<file path="config.mk">
export PLATFORM = sky130hd
export DESIGN_NAME = pcmsap_top
export DESIGN_NICKNAME = d
export VERILOG_FILES = /design/src/logic/pcmsap_pkg.sv /design/src/logic/pcmsap_top.sv
export VERILOG_INCLUDE_DIRS = /design/src /design/src/logic
export SDC_FILE = /design/constraint.sdc
export NUM_CORES = 1
export LEC_CHECK = 0
export ABC_AREA = 1
export ABC_CLOCK_PERIOD_IN_PS = 3860
export BUFFER_PORTS_ARGS = -buffer_cell sky130_fd_sc_hd__buf_2
export CORE_MARGIN = 3
export CORE_UTILIZATION = 55
export DETAILED_ROUTE_END_ITERATION = 8
export PLACE_DENSITY = 0.74
export SYNTH_ARGS = -nofsm -noshare
export SYNTH_HDL_FRONTEND = slang
export SYNTH_SLANG_ARGS = --single-unit
</file>
<file path="constraint.sdc">
create_clock -name core_clk -period 3.86 [get_ports core_clk]
set_clock_uncertainty 0.2 [all_clocks]
set_input_delay 0.772 -clock core_clk [delete_from_list [all_inputs] [get_ports core_clk]]
set_output_delay 0.772 -clock core_clk [all_outputs]
set_load 0.1 [all_outputs]
</file>
<file path="src/logic/pcmsap_params.svh">
`ifndef PCMSAP_PARAMS_SVH
`define PCMSAP_PARAMS_SVH

// register byte offsets
`define PCMSAP_OFS_CTRL     8'h00
`define PCMSAP_OFS_SLOT     8'h04
`define PCMSAP_OFS_FMT      8'h08
`define PCMSAP_OFS_STAT     8'h0C
`define PCMSAP_OFS_TXD0     8'h10
`define PCMSAP_OFS_RXD0     8'h20
`define PCMSAP_OFS_STRIDE   8'h04

// reset values
`define PCMSAP_CTRL_RST     7'h00
`define PCMSAP_SLOT_RST     15'h0000
`define PCMSAP_FMT_RST      8'h00

// clocking
`define PCMSAP_CORE_KHZ     64'd100000
`define PCMSAP_BCLK0_KHZ    64'd128
`define PCMSAP_BCLK1_KHZ    64'd512
`define PCMSAP_BCLK2_KHZ    64'd1024
`define PCMSAP_NCO_W        24
`define PCMSAP_NCO_INC(k)   24'((k * 64'h1000000) / `PCMSAP_CORE_KHZ)

// frame geometry
`define PCMSAP_SLOT_BITS_LOG 4
`define PCMSAP_SLOT_LAST    4'hF
`define PCMSAP_SAMPLE_W     13
`define PCMSAP_PAD_W        3
`define PCMSAP_LONG_SYNC    8'h03
`define PCMSAP_LOG_128K     3'h0
`define PCMSAP_LOG_512K     3'h2
`define PCMSAP_LOG_1024K    3'h3

// pad fill modes
`define PCMSAP_PAD_ZERO     2'h0
`define PCMSAP_PAD_ONES     2'h1
`define PCMSAP_PAD_SIGN     2'h2
`define PCMSAP_PAD_CONST    2'h3

`endif

</file>
<file path="src/logic/pcmsap_pkg.sv">
package pcmsap_pkg;
    typedef struct packed {
        logic       i2sOwn;
        logic       fs16;
        logic [1:0] rateSel;
        logic       longSync;
        logic       master;
        logic       enable;
    } pcmsap_ctrl_s;

    typedef struct packed {
        logic [2:0] padConst;
        logic [1:0] padMode;
        logic       lsbFirst;
        logic [1:0] shift;
    } pcmsap_fmt_s;

    typedef struct packed {
        logic [2:0]  chEn;
        logic [11:0] chSlot;
    } pcmsap_slot_s;
endpackage

</file>
<file path="src/logic/pcmsap_top.sv">
// The APB slave port and the placing of the registers were chosen for this implementation.
`timescale 1ns/1ns
`include "pcmsap_params.svh"

// Function
// - role is master or slave, chosen by a control bit.
// - master drives bit clock and sync; slave takes both as inputs.
// - when the shared pins belong to I2S, every pin driver is off.
// - three full-duplex channels share the one serial link.
// - a frame at 8 or 16 kHz splits into slots, eight at most.
// - slot count follows the bit clock rate of 128, 512 or 1024 kHz.
// - a channel sends and receives in the same slot.
// - data output floats in every slot that no enabled channel owns.
// - output releases after the falling clock edge of the slot's last bit.
// - short or long sync, each usable as master or slave.
// - short sync is one bit wide, high in the bit before slot zero.
// - slave short sync seen on a fall starts bit zero at next rise.
// - long sync is three bits wide, starting with bit zero.
// - each 16-bit slot word carries a 13-bit sample plus padding.
// - sample position and bit order in the word are programmable.
// - pad bits dropped on receive; sent as zeros, ones, sign or constant.
// - reset format is left justified two's complement, MSB first.
module pcmsap_top
    import pcmsap_pkg::*;
#(
    parameter int NUM_CH = 3
) (
    // clock and reset
    input  wire logic        core_clk,
    input  wire logic        resetn,
    // apb slave
    input  wire logic        psel,
    input  wire logic        penable,
    input  wire logic        pwrite,
    input  wire logic [7:0]  paddr,
    input  wire logic [31:0] pwdata,
    output logic [31:0]      prdata,
    output logic             pready,
    output logic             pslverr,
    // bit clock pin
    input  wire logic        pcmClkIn,
    output logic             pcmClkOut,
    output logic             pcmClkOe,
    // frame sync pin
    input  wire logic        pcmSyncIn,
    output logic             pcmSyncOut,
    output logic             pcmSyncOe,
    // data pins
    input  wire logic        pcmDin,
    output logic             pcmDout,
    output logic             pcmDoutOe,
    // status
    output logic             portActive
);
    localparam int SW = `PCMSAP_SAMPLE_W;

    pcmsap_ctrl_s ctrl_r;
    pcmsap_fmt_s  fmt_r;
    pcmsap_slot_s slot_r;
    logic [SW-1:0]     txData_r [NUM_CH];
    logic [SW-1:0]     rxData_r [NUM_CH];
    logic [NUM_CH-1:0] rxFresh_r;
    logic [7:0]        frameCnt_r;
    logic [31:0]       prdata_r;
    logic              pslverr_r;

    // pin synchronisers
    logic clkS1, clkS2, syncS1, syncS2, dinS1, dinS2;
    always_ff @(posedge core_clk or negedge resetn) begin
        if (!resetn) begin
            {clkS1, clkS2, syncS1, syncS2, dinS1, dinS2} <= 6'h00;
        end else begin
            {clkS1, syncS1, dinS1} <= {pcmClkIn, pcmSyncIn, pcmDin};
            {clkS2, syncS2, dinS2} <= {clkS1, syncS1, dinS1};
        end
    end

    // port gating: shared pins go to I2S whenever it claims them
    wire active = ctrl_r.enable & ~ctrl_r.i2sOwn;
    wire master = ctrl_r.master;

    // master bit clock from a phase accumulator, so 128 kHz needs no integer divide
    wire [23:0] ncoInc = (ctrl_r.rateSel == 2'h0) ? `PCMSAP_NCO_INC(`PCMSAP_BCLK0_KHZ) :
                         (ctrl_r.rateSel == 2'h1) ? `PCMSAP_NCO_INC(`PCMSAP_BCLK1_KHZ) :
                                                    `PCMSAP_NCO_INC(`PCMSAP_BCLK2_KHZ);
    logic [`PCMSAP_NCO_W-1:0] nco_r;
    always_ff @(posedge core_clk or negedge resetn) begin
        if (!resetn)
            nco_r <= '0;
        else if (active && master)
            nco_r <= nco_r + ncoInc;
        else
            nco_r <= '0;
    end

    // unified edge events for both roles
    wire bclk = master ? nco_r[`PCMSAP_NCO_W-1] : clkS2;
    logic bclkD_r;
    always_ff @(posedge core_clk or negedge resetn) begin
        if (!resetn)
            bclkD_r <= 1'b0;
        else
            bclkD_r <= bclk;
    end
    wire riseEv = active & bclk & ~bclkD_r;
    wire fallEv = active & ~bclk & bclkD_r;

    // frame geometry from rate and frame rate
    wire [2:0] rateLog = (ctrl_r.rateSel == 2'h0) ? `PCMSAP_LOG_128K :
                         (ctrl_r.rateSel == 2'h1) ? `PCMSAP_LOG_512K : `PCMSAP_LOG_1024K;
    // 128 kHz at 16 kHz is below one slot; clamped to one slot
    wire [2:0] slotLog = (ctrl_r.fs16 && rateLog != 3'h0) ? rateLog - 3'h1 : rateLog;
    wire [4:0] numSlots = 5'h01 << slotLog;
    wire [7:0] lastBit  = 8'((9'h010 << slotLog) - 9'h001);

    // bit counter and slave resync
    logic [7:0] bitCnt_r;
    logic       armed_r, syncFall_r;
    wire        slaveShort = ~master & ~ctrl_r.longSync;
    wire [7:0]  nb = (armed_r || bitCnt_r >= lastBit) ? 8'h00 : bitCnt_r + 8'h01;
    wire        longStart = ~master & ctrl_r.longSync & syncS2 & ~syncFall_r;
    // a long sync that lands off bit zero moves the counter under a driven slot
    wire        longJump  = fallEv & longStart & (bitCnt_r != 8'h00);
    always_ff @(posedge core_clk or negedge resetn) begin
        if (!resetn) begin
            bitCnt_r   <= 8'h00;
            armed_r    <= 1'b0;
            syncFall_r <= 1'b0;
        end else if (!active) begin
            bitCnt_r   <= 8'h00;
            armed_r    <= 1'b0;
            syncFall_r <= 1'b0;
        end else if (riseEv) begin
            bitCnt_r <= nb;
            armed_r  <= 1'b0;
        end else if (fallEv) begin
            syncFall_r <= syncS2;
            armed_r    <= slaveShort & syncS2;
            if (longStart)
                bitCnt_r <= 8'h00;
        end
    end

    // master sync generation, updated on rising edges
    logic syncOut_r;
    always_ff @(posedge core_clk or negedge resetn) begin
        if (!resetn)
            syncOut_r <= 1'b0;
        else if (!active || !master)
            syncOut_r <= 1'b0;
        else if (riseEv) begin
            // a pulse only starts at bit zero, so a mode switch mid-frame
            // cannot emit a long sync that begins late
            if (ctrl_r.longSync)
                syncOut_r <= (nb == 8'h00) | (syncOut_r & (nb < `PCMSAP_LONG_SYNC));
            else
                syncOut_r <= nb == lastBit;
        end
    end

    // slot ownership, same map used for transmit and receive
    wire [3:0] nbSlot  = nb[7:4];
    wire [3:0] curSlot = bitCnt_r[7:4];
    wire [3:0] curPos  = bitCnt_r[3:0];
    logic [NUM_CH-1:0] ownNb, ownCur;
    genvar g;
    generate
        for (g = 0; g < NUM_CH; g++) begin : g_ch
            wire [3:0] chSlot = slot_r.chSlot[4*g +: 4];
            assign ownNb[g]  = slot_r.chEn[g] & (chSlot == nbSlot) & ({1'b0, chSlot} < numSlots);
            assign ownCur[g] = slot_r.chEn[g] & (chSlot == curSlot) & ({1'b0, chSlot} < numSlots);
        end
    endgenerate

    // transmit word build: {sample, pad} rotated right by shift
    logic [SW-1:0] txSample;
    always_comb begin
        txSample = '0;
        for (int i = NUM_CH - 1; i >= 0; i--)
            if (ownNb[i])
                txSample = txData_r[i];
    end
    wire [2:0] padBits = (fmt_r.padMode == `PCMSAP_PAD_ZERO)  ? 3'h0 :
                         (fmt_r.padMode == `PCMSAP_PAD_ONES)  ? 3'h7 :
                         (fmt_r.padMode == `PCMSAP_PAD_SIGN)  ? {3{txSample[SW-1]}} :
                                                                fmt_r.padConst;
    wire [15:0] txRaw  = {txSample, padBits};
    wire [31:0] txDbl  = {txRaw, txRaw} >> fmt_r.shift;
    wire [15:0] txWord = txDbl[15:0];
    wire [3:0]  nbPos  = nb[3:0];
    wire [3:0]  txIdx  = fmt_r.lsbFirst ? nbPos : `PCMSAP_SLOT_LAST - nbPos;

    logic dout_r, doutOe_r;
    always_ff @(posedge core_clk or negedge resetn) begin
        if (!resetn) begin
            dout_r   <= 1'b0;
            doutOe_r <= 1'b0;
        end else if (!active) begin
            doutOe_r <= 1'b0;
        end else if (riseEv) begin
            dout_r   <= txWord[txIdx];
            doutOe_r <= |ownNb;
        end else if (fallEv && curPos == `PCMSAP_SLOT_LAST) begin
            doutOe_r <= 1'b0;
        end else if (longJump) begin
            doutOe_r <= 1'b0;
        end
    end

    // receive: capture on falling edges, un-rotate, drop pad bits
    logic [15:0] rxWord_r;
    logic [15:0] rxCur;
    wire  [3:0]  rxIdx = fmt_r.lsbFirst ? curPos : `PCMSAP_SLOT_LAST - curPos;
    always_comb begin
        rxCur        = rxWord_r;
        rxCur[rxIdx] = dinS2;
    end
    wire [31:0] rxDbl    = {rxCur, rxCur} << fmt_r.shift;
    wire [SW-1:0] rxSamp = rxDbl[31:32-SW];
    wire slotEnd = fallEv & (curPos == `PCMSAP_SLOT_LAST);

    always_ff @(posedge core_clk or negedge resetn) begin
        if (!resetn)
            rxWord_r <= 16'h0000;
        else if (fallEv)
            rxWord_r <= rxCur;
    end

    always_ff @(posedge core_clk or negedge resetn) begin
        if (!resetn)
            frameCnt_r <= 8'h00;
        else if (riseEv && nb == 8'h00)
            frameCnt_r <= frameCnt_r + 8'h01;
    end

    // apb decode
    wire        setup   = psel & ~penable;
    wire        access  = psel & penable;
    wire [7:0]  wOfs    = paddr - `PCMSAP_OFS_TXD0;
    wire [7:0]  rOfs    = paddr - `PCMSAP_OFS_RXD0;
    wire        isTx    = paddr >= `PCMSAP_OFS_TXD0 && wOfs < 8'(NUM_CH * 4) && paddr[1:0] == 2'h0;
    wire        isRx    = paddr >= `PCMSAP_OFS_RXD0 && rOfs < 8'(NUM_CH * 4) && paddr[1:0] == 2'h0;
    wire [1:0]  txSel   = wOfs[3:2];
    wire [1:0]  rxSel   = rOfs[3:2];
    wire        isCtrl  = paddr == `PCMSAP_OFS_CTRL;
    wire        isSlot  = paddr == `PCMSAP_OFS_SLOT;
    wire        isFmt   = paddr == `PCMSAP_OFS_FMT;
    wire        isStat  = paddr == `PCMSAP_OFS_STAT;
    wire        mapped  = isCtrl | isSlot | isFmt | isStat | isTx | isRx;
    wire        wrEn    = access & pwrite & mapped;
    wire [31:0] rdMux   = isCtrl ? {25'h0, ctrl_r} :
                          isSlot ? {17'h0, slot_r} :
                          isFmt  ? {24'h0, fmt_r} :
                          isStat ? {15'h0, active, frameCnt_r, 5'h0, rxFresh_r} :
                          isTx   ? {19'h0, txData_r[txSel]} :
                          isRx   ? {19'h0, rxData_r[rxSel]} : 32'h0;

    always_ff @(posedge core_clk or negedge resetn) begin
        if (!resetn) begin
            ctrl_r <= `PCMSAP_CTRL_RST;
            slot_r <= `PCMSAP_SLOT_RST;
            fmt_r  <= `PCMSAP_FMT_RST;
        end else if (wrEn) begin
            if (isCtrl)
                ctrl_r <= pwdata[6:0];
            if (isSlot)
                slot_r <= pwdata[14:0];
            if (isFmt)
                fmt_r <= pwdata[7:0];
        end
    end

    always_ff @(posedge core_clk or negedge resetn) begin
        if (!resetn) begin
            prdata_r  <= 32'h0;
            pslverr_r <= 1'b0;
        end else if (setup) begin
            prdata_r  <= pwrite ? 32'h0 : rdMux;
            pslverr_r <= ~mapped;
        end
    end

    generate
        for (g = 0; g < NUM_CH; g++) begin : g_data
            always_ff @(posedge core_clk or negedge resetn) begin
                if (!resetn) begin
                    txData_r[g]  <= '0;
                    rxData_r[g]  <= '0;
                    rxFresh_r[g] <= 1'b0;
                end else begin
                    if (wrEn && isTx && txSel == 2'(g))
                        txData_r[g] <= pwdata[SW-1:0];
                    if (slotEnd && ownCur[g])
                        rxData_r[g] <= rxSamp;
                    // a new sample wins over a clear in the same cycle
                    if (slotEnd && ownCur[g])
                        rxFresh_r[g] <= 1'b1;
                    else if (wrEn && isStat && pwdata[g])
                        rxFresh_r[g] <= 1'b0;
                end
            end
        end
    endgenerate

    assign prdata     = prdata_r;
    assign pslverr    = access & pslverr_r;
    assign pready     = 1'b1;
    assign pcmClkOut  = nco_r[`PCMSAP_NCO_W-1];
    assign pcmClkOe   = active & master;
    assign pcmSyncOut = syncOut_r;
    assign pcmSyncOe  = active & master;
    assign pcmDout    = dout_r;
    assign pcmDoutOe  = doutOe_r & active;
    assign portActive = active;
endmodule

</file>
==> qor.yml <==
critical_path:
  r2r_start: "ctrl_r[5]"
  crit_start: "ctrl_r[5]"
  cp-start-kind: "flip-flop"
  setup.worst_path.end: "pcmDout"
  cp_data_required_time_ps: 3990
  regToRegSetupSlack_ps: 270
  timing.setup.critical_path_class: "flip-flop to flip-flop"
  worstSetupEndpointType: "flip-flop"
  critical_path_arrival_ps: 3710
  r2r_end: "pcmDout"
  critPathMaxFanout: 11
  worst-r2r-cell-count: 27
run:
  number_of_violations_of_the_max_capacitance_limit: 0
power:
  design_power_total_mw: 6.48
  power.density_cell_area_nw_per_um2: 500
  worst_ir_drop_vdd_mv: 0.481
  leakage_nw: 6.34
synth:
  edff_count_synth: 0
  synth_largest_type_area_fraction_pct: 42.8
  yosys-top-cells-area: "sky130_fd_sc_hd__dfrtp_1 43%, sky130_fd_sc_hd__nand2_1 13%, sky130_fd_sc_hd__o21ai_0 9.1%"
  ys_ff_latch: 197
  synth_area_per_cell_um2: 7.52
  synth-warning-count: 0
  synth_top_area_cell: "sky130_fd_sc_hd__dfrtp_1"
  ys_top_cells_by_count: "408 x sky130_fd_sc_hd__nand2_1, 209 x sky130_fd_sc_hd__o21ai_0, 197 x sky130_fd_sc_hd__dfrtp_1"
  synth_async_reset_ratio_pct: 100
  yosysSeqAreaShare_pct: 42.8
  synth_most_common_cell: "sky130_fd_sc_hd__nand2_1"
  syn-cell-area_um2: 11500
  synth-main-ff-cell: "sky130_fd_sc_hd__dfrtp_1"
  synth_cells: 1530
  synth_cell_type_count: 52
drt:
  antenna_violating_nets_post_route: 0
  first_pass_iters: 5
  route.detailed.wl_per_inst_um: 17.5
  num_vias: 10694
  initialDrtViolationCount: 1114
  drt_drc_violations_left: 0
  finalWirelength_mm: 33.1
  detail_route.vias_per_cell: 5.67
cts:
  cts.htree.levels: 4
  clk_pin_slew_worst_paths_ps: 70
  clock_sinks: 197
  clk-insertion-delay-late_ps: 440
  tritoncts.num_buffers: 17
  ctsRootBufferMaster: "sky130_fd_sc_hd__clkbuf_16"
  cts.path.max_buffers: 2
  tritoncts: "done"
layout:
  finish.utilization_pct: 63.4
  post_route_cells_drive_above_1_share_pct: 12.0
  instances_no_fill: 1887
  insertedDiodeCount: 0
  postLayoutCellArea_um2: 13000
  finalNetCount: 1684
  layout-area-overhead-vs-synth_pct: 12.6
timing:
  finalWorstPathRequiredPeriod_ps: 3590
  timing.final.hold_violations: 0
  grt_setup_unrepaired: "true"
  hold_slack_ps: 153
  report.final.slew_viol_count: 0
  post_route_clock_period_utilization_pct: 92.9
  timing.fmax_mhz: 279
  slew_headroom_pct: 49.6
  report.final.setup_viol: 0
  tightestPinTransition_ps: 756
global_route:
  groute.usage.overall_pct: 29.5
  via_count_of_the_first_global_routing_pass: 9757
  antenna_violations_before_repair: 0
  grt_first_pass_wirelength_mm: 52.2
  overflow: 0
  pin_count_of_the_biggest_net_entering_global_routing: 92
place:
  placed_cell_area_um2: 12200
  dpl.hpwl_mm: 24.1
  place.port_buffers: 55
  dp.cells: 1848
  gp_routability_congestion: 1.07
floorplanning:
  core-area_um2: 20400
  die_h_um: 151
  initial_core_util_pct: 56.4
  die-area_um2: 22700
  fp.dieW_um: 151
  pin_count: 89
  rows: 52
run_status:
  result_of_the_run: "finished clean"
worst_hold_path:
  timing.hold.worst_path_depth: 0
  min_path_type: "flip-flop to flip-flop"
-- cell usage in the layout (no fill, tap or decap), types with 17 or more instances in the layout --
master / synthesis / final
sky130_fd_sc_hd__ha_1: 32 / 32
sky130_fd_sc_hd__nand4_1: 21 / 21
sky130_fd_sc_hd__buf_2: 6 / 54
sky130_fd_sc_hd__nand2_1: 408 / 404
sky130_fd_sc_hd__a21oi_1: 54 / 54
sky130_fd_sc_hd__xor2_1: 18 / 18
sky130_fd_sc_hd__dfrtp_1: 197 / 197
sky130_fd_sc_hd__o21ai_0: 209 / 207
sky130_fd_sc_hd__inv_1: 169 / 169
sky130_fd_sc_hd__o22ai_1: 23 / 23
sky130_fd_sc_hd__nor2_1: 87 / 86
sky130_fd_sc_hd__buf_4: 20 / 58
sky130_fd_sc_hd__nand3_1: 94 / 94
sky130_fd_sc_hd__clkbuf_16: 0 / 17
-- power breakdown --
group / total [mW] / leakage [nW] / switching [mW] / internal [mW]
Combinational: 2.15 / 3.54 / 1.48 / 0.675
Sequential: 2.45 / 2.50 / 0.141 / 2.31
Clock: 1.88 / 0.301 / 0.869 / 1.01
Total: 6.48 / 6.34 / 2.49 / 3.99
-- worst max-delay path, stage by stage (launching register included) --
cell                      delay (ps)
sky130_fd_sc_hd__dfrtp_1         380
sky130_fd_sc_hd__buf_4           140
sky130_fd_sc_hd__inv_1            70
sky130_fd_sc_hd__nand2_1          60
sky130_fd_sc_hd__ha_1            360
sky130_fd_sc_hd__nand2_1          70
sky130_fd_sc_hd__inv_1            70
sky130_fd_sc_hd__nand2_1          60
sky130_fd_sc_hd__nor2_2          130
sky130_fd_sc_hd__nor2_4           70
sky130_fd_sc_hd__buf_4           160
sky130_fd_sc_hd__nand2_1         130
sky130_fd_sc_hd__nand2_1          70
sky130_fd_sc_hd__nand2_1         220
sky130_fd_sc_hd__buf_4           250
sky130_fd_sc_hd__nand4_1         120
sky130_fd_sc_hd__nand3_1         110
sky130_fd_sc_hd__nand2_2          90
sky130_fd_sc_hd__nand2_2          90
sky130_fd_sc_hd__nand2_1          60
sky130_fd_sc_hd__nand2_1          60
sky130_fd_sc_hd__nand3_1          70
sky130_fd_sc_hd__nand2_1         110
sky130_fd_sc_hd__nand2_1          60
sky130_fd_sc_hd__nand3_1          80
sky130_fd_sc_hd__nand2_1          60
sky130_fd_sc_hd__nand3_1          90
sky130_fd_sc_hd__nand2_1          50
-- layout make-up --
type	instances	area [um2]
Clock inverter	13	159
Multi-Input combinational cell	1095	5640
Clock buffer	19	453
Fill cell	1813	7470
Timing Repair Buffer	116	771
Inverter	177	674
Sequential cell	197	4930
Tap cell	270	338
-- state kept, by name, summed over array words and instances, names as in the netlist, 3 cells and up --
register / count
txData_r: 39
rxData_r: 39
frameCnt_r: 8
bitCnt_r: 8
ctrl_r: 6
nco_r: 24
fmt_r: 8
rxFresh_r: 3
g_ch.chSlot: 12
slot_r: 3
prdata: 17
rxWord_r: 16
-- per-layer routing --
metal | up-vias | wire length (um) | share of wire [%] | global-route usage [%]
li1 | 5196 | - | - | -
met1 | 5003 | 14500 | 44 | 41.5
met2 | 426 | 14900 | 45 | 45.6
met3 | 69 | 2550 | 7.7 | 5.12
met4 | 0 | 1180 | 3.6 | 11.2
met5 | - | 0 | 0 | 0
-- per-stage QoR --
stage,setup TNS (ps),setup slack [ps]
2_1_floorplan,0,86.7
3_3_place_gp,-40.7,-40.7
3_5_place_dp,-84.1,-84.1
4_1_cts,0,134
5_1_grt,-9.52,-9.52
6_report,0,274
-- worst min-delay path by stage --
stage | start | end
after floorplan | clkS1 | clkS2
after global placement | dinS1 | dinS2
after detailed placement | dinS1 | dinS2
after CTS | clkS1 | clkS2
after global routing | clkS1 | clkS2
final | clkS1 | clkS2
-- cells by family (layout without fill, tap and decap cells) --
group                      Yosys count  in the layout  share of synthesized area, %
other                                2             16                        0.0652
xor gates and xnor gates            23             23                          1.75
muxes                                4              4                         0.380
AOI/OAI and AO/OA                  362            362                          18.0
DFF                                197            197                          42.8
and+or+nand+nor                    657            658                          24.2
buffers and inverters              253            325                          9.31
adders and majority gates           32             32                          3.48
-- timing repair --
item                       in CTS  in global routing
buffers inserted                2                  4
pin swaps                       1                  3
setup endpoints to repair       1                  5
hold buffers                    0                  0
gates cloned                    0                  1
resized for setup               2                 14
(Power assumes the default switching activity.)
